File: src/timer_pkg.sv
/*
 * Constants shared by the periodic timer: register offsets, field positions,
 * reset values, mode and pin-function codes and prescaler taps.
 * Assumes a 32-bit APB slave with each 8-bit register in one aligned word.
 */
package timer_pkg;

   // =======================================================================
   // Sizes
   localparam int          CNT_W   = 10;
   localparam int          NPINS   = 3;
   localparam int          PIN_TP0 = 0;
   localparam int          PIN_TP1 = 1;
   localparam int          PIN_EXT = 2;
   localparam logic [9:0]  CNT_MAX = 10'h3ff;
   localparam logic [10:0] FULL_PERIOD = 11'h400;

   // =======================================================================
   // Register byte offsets
   localparam logic [7:0] OFF_CTRL0       = 8'h00;
   localparam logic [7:0] OFF_CTRL1       = 8'h04;
   localparam logic [7:0] OFF_COUNT_LOW   = 8'h08;
   localparam logic [7:0] OFF_COUNT_HIGH  = 8'h0c;
   localparam logic [7:0] OFF_COMPARE_A_LOW  = 8'h10;
   localparam logic [7:0] OFF_COMPARE_A_HIGH = 8'h14;
   localparam logic [7:0] OFF_PERIOD_LOW  = 8'h18;
   localparam logic [7:0] OFF_PERIOD_HIGH = 8'h1c;
   localparam logic [7:0] OFF_FLAGS       = 8'h20;

   // =======================================================================
   // Field positions and reset values
   localparam int         CTRL0_PAUSE_BIT = 7;
   localparam int         CTRL0_CKS_LSB   = 4;
   localparam int         CTRL0_ON_BIT    = 3;
   localparam int         FLAG_A_BIT      = 0;
   localparam int         FLAG_P_BIT      = 1;
   localparam logic [7:0] RST_BYTE        = 8'h00;
   localparam logic [9:0] RST_VAL10       = 10'h000;

   // =======================================================================
   // Mode, pin-function and clock-select codes
   localparam logic [1:0] MODE_COMPARE = 2'b00;
   localparam logic [1:0] MODE_CAPTURE = 2'b01;
   localparam logic [1:0] MODE_PWM     = 2'b10;
   localparam logic [1:0] MODE_TIMER   = 2'b11;
   localparam logic [1:0] PF_NONE      = 2'b00;
   localparam logic [1:0] PF_LOW       = 2'b01;
   localparam logic [1:0] PF_HIGH      = 2'b10;
   localparam logic [1:0] PF_TOGGLE    = 2'b11;
   localparam logic [2:0] CKS_SYS4     = 3'h0;
   localparam logic [2:0] CKS_FH       = 3'h1;
   localparam logic [2:0] CKS_FH16     = 3'h2;
   localparam logic [2:0] CKS_FH64     = 3'h3;
   localparam logic [2:0] CKS_EXT_RISE = 3'h6;
   localparam logic [2:0] CKS_EXT_FALL = 3'h7;

   // Prescaler taps: a tap fires when the masked bits are all ones.
   localparam logic [7:0] DIV4_MASK  = 8'h03;
   localparam logic [7:0] DIV16_MASK = 8'h0f;
   localparam logic [7:0] DIV64_MASK = 8'h3f;
   localparam logic [7:0] TBC_MASK   = 8'hff;

endpackage : timer_pkg
File: src/pin_events_if.sv
/*
 * Carrier for synchronised pin levels and edge pulses.
 * Assumes both ends run on pclk.
 */
interface pin_events_if
   import timer_pkg::*;
   ();
   logic [NPINS-1:0] level;
   logic [NPINS-1:0] rise;
   logic [NPINS-1:0] fall;

   modport producer (output level, output rise, output fall);
   modport consumer (input level, input rise, input fall);
endinterface : pin_events_if

File: src/periodic_timer_modes.sv
/*
 * Ten-bit periodic timer with comparators A and P, an APB register file and
 * five modes: compare match, timer/counter, PWM, single pulse and capture.
 * Assumes one 50 MHz clock pclk; pins arrive asynchronously.
 */
module periodic_timer_modes
   import timer_pkg::*;
   #(
   parameter int ADDR_W = 8
   )
   (
   input  wire logic              pclk,
   input  wire logic              presetn,
   input  wire logic [ADDR_W-1:0] paddr,
   input  wire logic              psel,
   input  wire logic              penable,
   input  wire logic              pwrite,
   input  wire logic [31:0]       pwdata,
   input  wire logic [3:0]        pstrb,
   output logic      [31:0]       prdata,
   output logic                   pready,
   output logic                   pslverr,
   input  wire logic              timer_pin_0,
   input  wire logic              timer_pin_1,
   input  wire logic              external_clock_pin,
   output logic      [1:0]        timer_pin_out,
   output logic      [1:0]        timer_pin_oe
   );

   // =======================================================================
   // State
   logic [7:0]       ctrl1_ff;
   logic             pause_ff;
   logic [2:0]       clk_sel_ff;
   logic             counter_on_ff;
   logic             on_last_ff;
   logic [CNT_W-1:0] count_ff;
   logic [CNT_W-1:0] compare_a_value_ff;
   logic [CNT_W-1:0] period_value_ff;
   logic             match_a_flag_ff;
   logic             match_p_flag_ff;
   logic             out_level_ff;
   logic [7:0]       presc_ff;
   logic             pready_ff;
   logic [31:0]      prdata_ff;
   logic             pslverr_ff;
   logic [1:0]       timer_pin_out_ff;
   logic [1:0]       timer_pin_oe_ff;
   logic [31:0]      rd_word;
   logic             addr_hit;

   pin_events_if ev ();

   pin_sync u_pin_sync
   (
      .pclk       (pclk),
      .presetn    (presetn),
      .pins_async ({external_clock_pin, timer_pin_1, timer_pin_0}),
      .ev         (ev.producer)
   );

   // =======================================================================
   // Control fields
   wire [1:0] mode_sel   = ctrl1_ff[7:6];
   wire       mode_sel_hi = mode_sel[1];
   wire       mode_sel_lo = mode_sel[0];
   wire [1:0] pin_function = ctrl1_ff[5:4];
   wire       output_initial_level  = ctrl1_ff[3];
   wire       output_invert         = ctrl1_ff[2];
   wire       capture_source_select = ctrl1_ff[1];
   wire       clear_source_select   = ctrl1_ff[0];

   // Mode decode.
   // mode field decode
   wire is_compare = ~mode_sel_hi & ~mode_sel_lo;
   wire is_capture = ~mode_sel_hi & mode_sel_lo;
   wire is_timer   = mode_sel_hi & mode_sel_lo;
   wire is_cmp     = is_compare | is_timer;
   wire is_pwm     = mode_sel_hi & ~mode_sel_lo & (pin_function != PF_TOGGLE);
   wire is_single  = mode_sel_hi & ~mode_sel_lo & (pin_function == PF_TOGGLE);

   // =======================================================================
   // APB slave: one wait state, pready pulses in the second access cycle.
   wire acc     = psel & penable;
   wire rd_take = acc & ~pready_ff;
   wire wr_en   = acc & pready_ff & pwrite & pstrb[0] & addr_hit;
   wire [7:0] wb = pwdata[7:0];
   wire [ADDR_W-1:0] a = paddr;

   wire we_ctrl0  = wr_en & (a == ADDR_W'(OFF_CTRL0));
   wire we_ctrl1  = wr_en & (a == ADDR_W'(OFF_CTRL1));
   wire we_a_low  = wr_en & (a == ADDR_W'(OFF_COMPARE_A_LOW));
   wire we_a_high = wr_en & (a == ADDR_W'(OFF_COMPARE_A_HIGH));
   wire we_p_low  = wr_en & (a == ADDR_W'(OFF_PERIOD_LOW));
   wire we_p_high = wr_en & (a == ADDR_W'(OFF_PERIOD_HIGH));
   wire we_flags  = wr_en & (a == ADDR_W'(OFF_FLAGS));

   // Read decode; unmapped addresses read zero and raise pslverr.
   always_comb
   begin
      rd_word  = 32'h0000_0000;
      addr_hit = 1'b1;
      if (a == ADDR_W'(OFF_CTRL0))
         rd_word[7:0] = {pause_ff, clk_sel_ff, counter_on_ff, 3'h0};
      else if (a == ADDR_W'(OFF_CTRL1))
         rd_word[7:0] = ctrl1_ff;
      else if (a == ADDR_W'(OFF_COUNT_LOW))
         rd_word[7:0] = count_ff[7:0];
      else if (a == ADDR_W'(OFF_COUNT_HIGH))
         rd_word[1:0] = count_ff[9:8];
      else if (a == ADDR_W'(OFF_COMPARE_A_LOW))
         rd_word[7:0] = compare_a_value_ff[7:0];
      else if (a == ADDR_W'(OFF_COMPARE_A_HIGH))
         rd_word[1:0] = compare_a_value_ff[9:8];
      else if (a == ADDR_W'(OFF_PERIOD_LOW))
         rd_word[7:0] = period_value_ff[7:0];
      else if (a == ADDR_W'(OFF_PERIOD_HIGH))
         rd_word[1:0] = period_value_ff[9:8];
      else if (a == ADDR_W'(OFF_FLAGS))
         rd_word[1:0] = {match_p_flag_ff, match_a_flag_ff};
      else
         addr_hit = 1'b0;
   end

   // Bus answer registers.
   always_ff @(posedge pclk or negedge presetn)
   begin
      if (!presetn)
      begin
         pready_ff  <= 1'b0;
         prdata_ff  <= 32'h0000_0000;
         pslverr_ff <= 1'b0;
      end
      else
      begin
         pready_ff  <= rd_take;
         prdata_ff  <= rd_take ? rd_word : prdata_ff;
         pslverr_ff <= rd_take & ~addr_hit;
      end
   end

   // =======================================================================
   // Counter clock selection: pclk, free-running prescaler taps or an external pin edge.
   wire ext_rise = ev.rise[PIN_EXT];
   wire ext_fall = ev.fall[PIN_EXT];
   wire ext_edge = (clk_sel_ff == CKS_EXT_FALL) ? ext_fall : ext_rise;
   wire clk_tick =
      (clk_sel_ff == CKS_FH)   ? 1'b1 :
      (clk_sel_ff == CKS_SYS4) ? ((presc_ff & DIV4_MASK) == DIV4_MASK) :
      (clk_sel_ff == CKS_FH16) ? ((presc_ff & DIV16_MASK) == DIV16_MASK) :
      (clk_sel_ff == CKS_FH64) ? ((presc_ff & DIV64_MASK) == DIV64_MASK) :
      (clk_sel_ff[1])          ? ext_edge :
                                 (presc_ff == TBC_MASK);

   wire on_rise = counter_on_ff & ~on_last_ff;
   wire tick    = counter_on_ff & ~pause_ff & clk_tick & ~on_rise;
   wire [CNT_W-1:0] cnt_inc = count_ff + 10'h001;

   // Comparator P; a zero period matches on the wrap from 3FF.
   // zero period gives 1024 counts
   wire p_hit = tick & (cnt_inc == period_value_ff);
   wire a_hit = tick & (compare_a_value_ff != RST_VAL10) &
                (cnt_inc == compare_a_value_ff);

   // Clear sources per mode; single pulse uses neither.
   // clear on P or A match
   wire clr_p = (is_cmp & ~clear_source_select) | is_pwm | is_capture;
   wire clr_a = is_cmp & clear_source_select;
   // single pulse never cleared by compare
   wire cnt_clear = (clr_p & p_hit) | (clr_a & a_hit);

   // Capture edge selection.
   // source and edge choice
   wire cap_r = capture_source_select ? ext_rise :
                (ev.rise[PIN_TP0] | ev.rise[PIN_TP1]);
   wire cap_f = capture_source_select ? ext_fall :
                (ev.fall[PIN_TP0] | ev.fall[PIN_TP1]);
   wire cap_evt = is_capture &
                  (((pin_function == PF_NONE) & cap_r) |
                   ((pin_function == PF_LOW)  & cap_f) |
                   ((pin_function == PF_HIGH) & (cap_r | cap_f)));

   // Flag sources.
   // capture raises A flag
   wire set_a = (a_hit & (is_cmp | is_pwm | is_single)) | cap_evt;
   // no P flag with clear-select high in compare and timer modes
   wire set_p = p_hit & ((is_cmp & ~clear_source_select) | is_pwm | is_capture);

   // Prescaler and counter.
   always_ff @(posedge pclk or negedge presetn)
   begin
      if (!presetn)
      begin
         presc_ff   <= RST_BYTE;
         count_ff   <= RST_VAL10;
         on_last_ff <= 1'b0;
      end
      else
      begin
         presc_ff   <= presc_ff + 8'h01;
         on_last_ff <= counter_on_ff;
         // zero on rise, hold when off
         if (on_rise)
            count_ff <= RST_VAL10;
         else if (tick)
            count_ff <= cnt_clear ? RST_VAL10 : cnt_inc;
      end
   end

   // =======================================================================
   // Control registers. Hardware set of counter-on beats a software clear.
   always_ff @(posedge pclk or negedge presetn)
   begin
      if (!presetn)
      begin
         ctrl1_ff      <= RST_BYTE;
         pause_ff      <= 1'b0;
         clk_sel_ff    <= 3'h0;
         counter_on_ff <= 1'b0;
      end
      else
      begin
         if (we_ctrl1)
            ctrl1_ff <= wb;
         if (we_ctrl0)
         begin
            pause_ff   <= wb[CTRL0_PAUSE_BIT];
            clk_sel_ff <= wb[CTRL0_CKS_LSB +: 3];
         end
         if (is_single & ext_edge & ~counter_on_ff)
            counter_on_ff <= 1'b1;
         else if (is_single & a_hit)
            counter_on_ff <= 1'b0;
         else if (we_ctrl0)
            counter_on_ff <= wb[CTRL0_ON_BIT];
      end
   end

   // Compare and period values; a capture overrides a software write.
   always_ff @(posedge pclk or negedge presetn)
   begin
      if (!presetn)
      begin
         compare_a_value_ff <= RST_VAL10;
         period_value_ff    <= RST_VAL10;
      end
      else
      begin
         if (cap_evt)
            compare_a_value_ff <= count_ff;
         else if (we_a_low)
            compare_a_value_ff[7:0] <= wb;
         else if (we_a_high)
            compare_a_value_ff[9:8] <= wb[1:0];
         if (we_p_low)
            period_value_ff[7:0] <= wb;
         else if (we_p_high)
            period_value_ff[9:8] <= wb[1:0];
      end
   end

   // Match flags are write-one-to-clear; a new match in the same cycle wins.
   always_ff @(posedge pclk or negedge presetn)
   begin
      if (!presetn)
      begin
         match_a_flag_ff <= 1'b0;
         match_p_flag_ff <= 1'b0;
      end
      else
      begin
         match_a_flag_ff <= set_a | (match_a_flag_ff & ~(we_flags & wb[FLAG_A_BIT]));
         match_p_flag_ff <= set_p | (match_p_flag_ff & ~(we_flags & wb[FLAG_P_BIT]));
      end
   end

   // =======================================================================
   // Output waveform
   wire [10:0] period_eff = (period_value_ff == RST_VAL10) ? FULL_PERIOD :
                            {1'b0, period_value_ff};
   // duty at or above period is full
   wire pwm_active = ({1'b0, compare_a_value_ff} >= period_eff) |
                     (count_ff < compare_a_value_ff);
   // forced levels leave the counter running
   wire pwm_level = (pin_function == PF_NONE) ? ~output_initial_level :
                    (pin_function == PF_LOW)  ? output_initial_level :
                    (pwm_active ? output_initial_level : ~output_initial_level);
   wire single_level = counter_on_ff ? output_initial_level : ~output_initial_level;

   // Compare-match pin level.
   always_ff @(posedge pclk or negedge presetn)
   begin
      if (!presetn)
         out_level_ff <= 1'b0;
      else if (on_rise)
         out_level_ff <= output_initial_level;
      // only an A flag event moves the pin
      else if (is_compare & a_hit)
      begin
         case (pin_function)
            PF_LOW:    out_level_ff <= 1'b0;
            PF_HIGH:   out_level_ff <= 1'b1;
            PF_TOGGLE: out_level_ff <= ~out_level_ff;
            default:   out_level_ff <= out_level_ff;
         endcase
      end
   end

   // Polarity and drive. Timer and capture modes release the pin, so a
   // pin-shared function can use it; capture would otherwise see its own
   // transitions.
   // polarity and invert
   wire pin_level = output_invert ^
                    (is_compare ? out_level_ff : is_pwm ? pwm_level : single_level);
   wire pin_drive = is_compare | is_pwm | is_single;

   always_ff @(posedge pclk or negedge presetn)
   begin
      if (!presetn)
      begin
         timer_pin_out_ff <= 2'b00;
         timer_pin_oe_ff  <= 2'b00;
      end
      else
      begin
         timer_pin_out_ff <= {2{pin_level & pin_drive}};
         timer_pin_oe_ff  <= {2{pin_drive}};
      end
   end

   assign prdata        = prdata_ff;
   assign pready        = pready_ff;
   assign pslverr       = pslverr_ff;
   assign timer_pin_out = timer_pin_out_ff;
   assign timer_pin_oe  = timer_pin_oe_ff;

endmodule : periodic_timer_modes

File: src/pin_sync.sv
/*
 * Two-flop synchronisers and edge detectors for the timer input pins.
 * Assumes the pins are asynchronous to pclk; edges are one pclk wide.
 */
module pin_sync
   import timer_pkg::*;
   (
   input  wire logic             pclk,
   input  wire logic             presetn,
   input  wire logic [NPINS-1:0] pins_async,
   pin_events_if.producer        ev
   );

   // =======================================================================
   // Per-pin synchroniser
   genvar i;
   generate
      for (i = 0; i < NPINS; i++)
      begin : g_pin
         logic meta_ff;
         logic sync_ff;
         logic last_ff;

         // The first stage feeds only the second; edges use later stages.
         always_ff @(posedge pclk or negedge presetn)
         begin
            if (!presetn)
            begin
               meta_ff <= 1'b0;
               sync_ff <= 1'b0;
               last_ff <= 1'b0;
            end
            else
            begin
               meta_ff <= pins_async[i];
               sync_ff <= meta_ff;
               last_ff <= sync_ff;
            end
         end

         // Edge pulses from the settled stages.
         assign ev.level[i] = sync_ff;
         assign ev.rise[i]  = sync_ff & ~last_ff;
         assign ev.fall[i]  = ~sync_ff & last_ff;
      end
   endgenerate

endmodule : pin_sync

File: config.mk
export PLATFORM = sky130hd
export DESIGN_NAME = periodic_timer_modes
export DESIGN_NICKNAME = d
export VERILOG_FILES = /design/src/timer_pkg.sv /design/src/pin_events_if.sv /design/src/periodic_timer_modes.sv /design/src/pin_sync.sv
export SDC_FILE = /design/constraint.sdc
export NUM_CORES = 1
export LEC_CHECK = 0
export BUFFER_PORTS_ARGS = -buffer_cell sky130_fd_sc_hd__buf_2
export CAP_MARGIN = 0
export CORE_ASPECT_RATIO = 0.6
export CORE_MARGIN = 5
export CORE_UTILIZATION = 32
export DETAILED_ROUTE_END_ITERATION = 10
export GPL_TIMING_DRIVEN = 1
export SLEW_MARGIN = 10
export SYNTH_ARGS = -nofsm -noshare
export SYNTH_HDL_FRONTEND = slang
export SYNTH_SLANG_ARGS = --single-unit
File: constraint.sdc
create_clock -name pclk -period 2.4 [get_ports pclk]
set_input_delay 0.24 -clock pclk [delete_from_list [all_inputs] [get_ports pclk]]
set_output_delay 0.24 -clock pclk [all_outputs]
set_load 0.02 [all_outputs]
==> summary.txt <==
Flops & latches, synth -> 76
Synth cell count leaders -> dfrtp_1 (76), nand2_1 (54), inv_1 (36), o21ai_0 (36), nor2_1 (30)
CP required -> 2.68 ns
Total clock sinks -> 76
Wl on met1 -> 8.48 mm
Hold WS -> 0.197 ns
Failing checks -> negative setup slack
CORE AREA -> 15500 sq um
CTS clk-pin slew, worst paths -> 0.06 ns
DP HPWL -> 13.4 mm
Synth async-reset ratio -> 100%
Port bufs -> 38
Synth Flop Type -> dfrtp_1
Outcome -> finished, violations left
Max clock buf depth -> 2
Cell area power density -> 590 nW/um^2
Full die area -> 18700 sq um
Worst VDD drop -> 0.285 mV
Final Hold Vio Count -> 0
Least-Margin Pin Slew -> 0.604 ns
WL per Instance -> 19.9 microns
CP Max Fanout -> 3
Via/cell ratio -> 5.51
Area growth, synth to finish -> 25.0%
Initial antenna violation count -> 0
Inserted Diodes -> 0
Sequential-to-total area share from yosys stat -> 37.2%
Clk_lat worst skew -> 0.34 ns
Starting Density -> 33.0%
TritonCTS clock tree -> done
Number of synthesized flops with an enable pin -> 0
Die height -> 108 microns
Slew margin rel. -> 59.7%
Post-synthesis cell count -> 564
Final WL -> 17.1 mm
Worst EP arrival -> 2.78 ns
Residual DRC -> 0
Vias in the first global route -> 4522
DP Cell Count -> 833
Final Critical Period -> 2.50 ns
DR iter-0 viols -> 460
Synth Cell Area -> 5120 sq um
Fmax achieved -> 401 MHz
Syn_area_per_cell -> 9.07 sq um
NumNets Final -> 732
Share of layout cells above drive strength 1 -> 25.6%
Routability cong. -> 0.969
H-tree levels -> 3
Max_cap viols -> 0
First-pass GRT wire length -> 26.7 mm
CP Capture Type -> register
Ports -> 90
Hold Crit Class -> in2reg
Top-count cell post-synth -> dfrtp_1
Die Wd -> 173 microns
Synth unique cells -> 63
Clock Skews -> 0.00682 ns
Leak pwr -> 3.08 nW
RSZ-0062 raised after global routing -> yes
Critical path type -> reg2reg
Final worst-path cycle share -> 104%
Met2 wire length -> 6.23 mm
Non-Filler Instances -> 858
Root Driver -> clkbuf_16
DR pass1 iterations -> 5
Largest net degree at the start of global routing -> 45
Gr usage total -> 18.5%
Warnings from Yosys -> 0
Metal3 WL -> 2.16 mm
Setup WS post-layout -> -0.0969 ns
Total CTS buffers -> 9
Final-report setup violation count -> 6
Row count -> 35
Cell taking the most area after synthesis -> dfrtp_1
Area contributors post-synth -> dfrtp_1 (37%), ha_1 (7.1%), mux2_2 (4.6%)
Congestion Overflow GR -> 0
Final ANT Viol Nets -> 0
Startpoint Class -> register
Top sig layer -> met4
Max Transition Viols Final -> 0
Post-synth top area share -> 37.2%
DR vias -> 4727
## what timing repair did
item	4_1_cts	5_1_grt
pin swaps	2	11
setup endpoints to repair	12	14
endpoints found under the hold margin	35	0
hold buffers	4	0
buffers inserted	2	4
gates resized for setup	10	21
## cell type report
class | count | area (sq um)
inverters | 36 | 135
clock buffers | 9 | 225
multi-input cells | 419 | 2970
clock inverters | 6 | 138
repair buffers | 109 | 771
well taps | 203 | 254
flip-flops and latches | 76 | 1900
fillers | 1533 | 9110
## state kept, by name (all words and copies together), names as in the netlist, 3 cells and up
signal                    count
u_pin_sync.g_pin.meta_ff      3
count_ff                     10
prdata                        8
u_pin_sync.g_pin.last_ff      3
compare_a_value_ff           10
clk_sel_ff                    3
ctrl1_ff                      8
presc_ff                      8
period_value_ff              10
u_pin_sync.g_pin.sync_ff      3
## cell usage in the layout, fill, tap and decap left out, types with 3 or more instances in the layout
cell / n
bufinv_16: 4
clkbuf_16: 9
nor3_1: 14
xor2_1: 13
a22oi_1: 3
inv_1: 36
buf_4: 61
nor2_1: 29
a21oi_1: 22
conb_1: 24
o22ai_1: 3
dfrtp_1: 76
nor3_2: 3
o21ai_0: 34
xnor2_1: 15
and3_1: 7
nand2_1: 53
nor2b_1: 8
a221oi_1: 3
buf_2: 37
nand3b_1: 3
and2_1: 4
o211ai_1: 5
mux2_2: 20
nand3_1: 17
a211oi_1: 3
nor4_1: 8
nand4_1: 6
o21a_1: 3
a31oi_1: 9
buf_6: 6
a222oi_1: 5
ha_1: 28
mux2i_1: 16
dlygate4sd3_1: 4
a41oi_1: 3
nand2b_1: 5
## worst paths after layout
check,from,end,slack [ns],cells after the start
min in group asynchronous,presetn,compare_a_value_ff[9],0.40,2
worst max-delay path,count_ff[0],out_level_ff,-0.1,11
worst max register to register,count_ff[0],out_level_ff,-0.1,11
worst min-delay path,paddr[5],pslverr,0.20,3
worst min register to register,u_pin_sync.g_pin[1].meta_ff,u_pin_sync.g_pin[1].sync_ff,0.35,0
max in group asynchronous,presetn,ctrl1_ff[5],1.39,3
## metal layers
layer / vias to the layer above / global-route usage [%]
met5: - / 0
met4: 0 / 3.76
li1: 2141 / -
met3: 28 / 7.58
met1: 2323 / 29.2
met2: 235 / 22.7
## kinds of logic after synthesis
family | count (synthesis) | share of synthesized area, %
AND/OR/NAND/NOR | 182 | 18.5
AO/OA/AOI/OAI | 117 | 15.0
buffers and inverters | 92 | 9.10
flip-flops | 76 | 37.2
multiplexers | 37 | 7.75
XOR/XNOR | 30 | 5.28
adder cells (fa/ha/maj) | 29 | 7.09
other | 1 | 0.0733
## worst max-delay path, cell delays in order, from the launching register on
cell      delay (ns)
dfrtp_1         0.42
ha_4            0.28
xor2_1          0.17
a311oi_1        0.25
o211ai_1        0.21
nor4_4          0.28
buf_4           0.17
buf_4           0.10
buf_6           0.09
nand3_4         0.10
mux2_4          0.33
nand3_2         0.05
## per-stage QoR
| step | utilization (%) | total power [mW] | worst slack, ns | area, sq um | TNS [ns] |
|---|---|---|---|---|---|
| after global routing | 41.3 | 3.91 | -0.138 | 6390 | -0.686 |
| final | 41.3 | 3.77 | -0.0969 | 6390 | -0.258 |
| after CTS | 40.4 | 3.76 | -0.0704 | 6260 | -0.527 |
| after floorplan | - | 1.81 | 0.0233 | 5200 | 0 |
| after detailed placement | 37.3 | 2.05 | -0.270 | 5790 | -2.49 |
| after global placement | 37.3 | 2.04 | -0.312 | 5790 | -2.95 |
## report_power, final
| part | internal (mW) | switching, mW |
|---|---|---|
| Sequential | 1.34 | 0.0675 |
| Combinational | 0.294 | 0.393 |
| Clock | 1.12 | 0.562 |
| Total | 2.75 | 1.02 |
No activity file was read; power rests on OpenSTA's default activity.
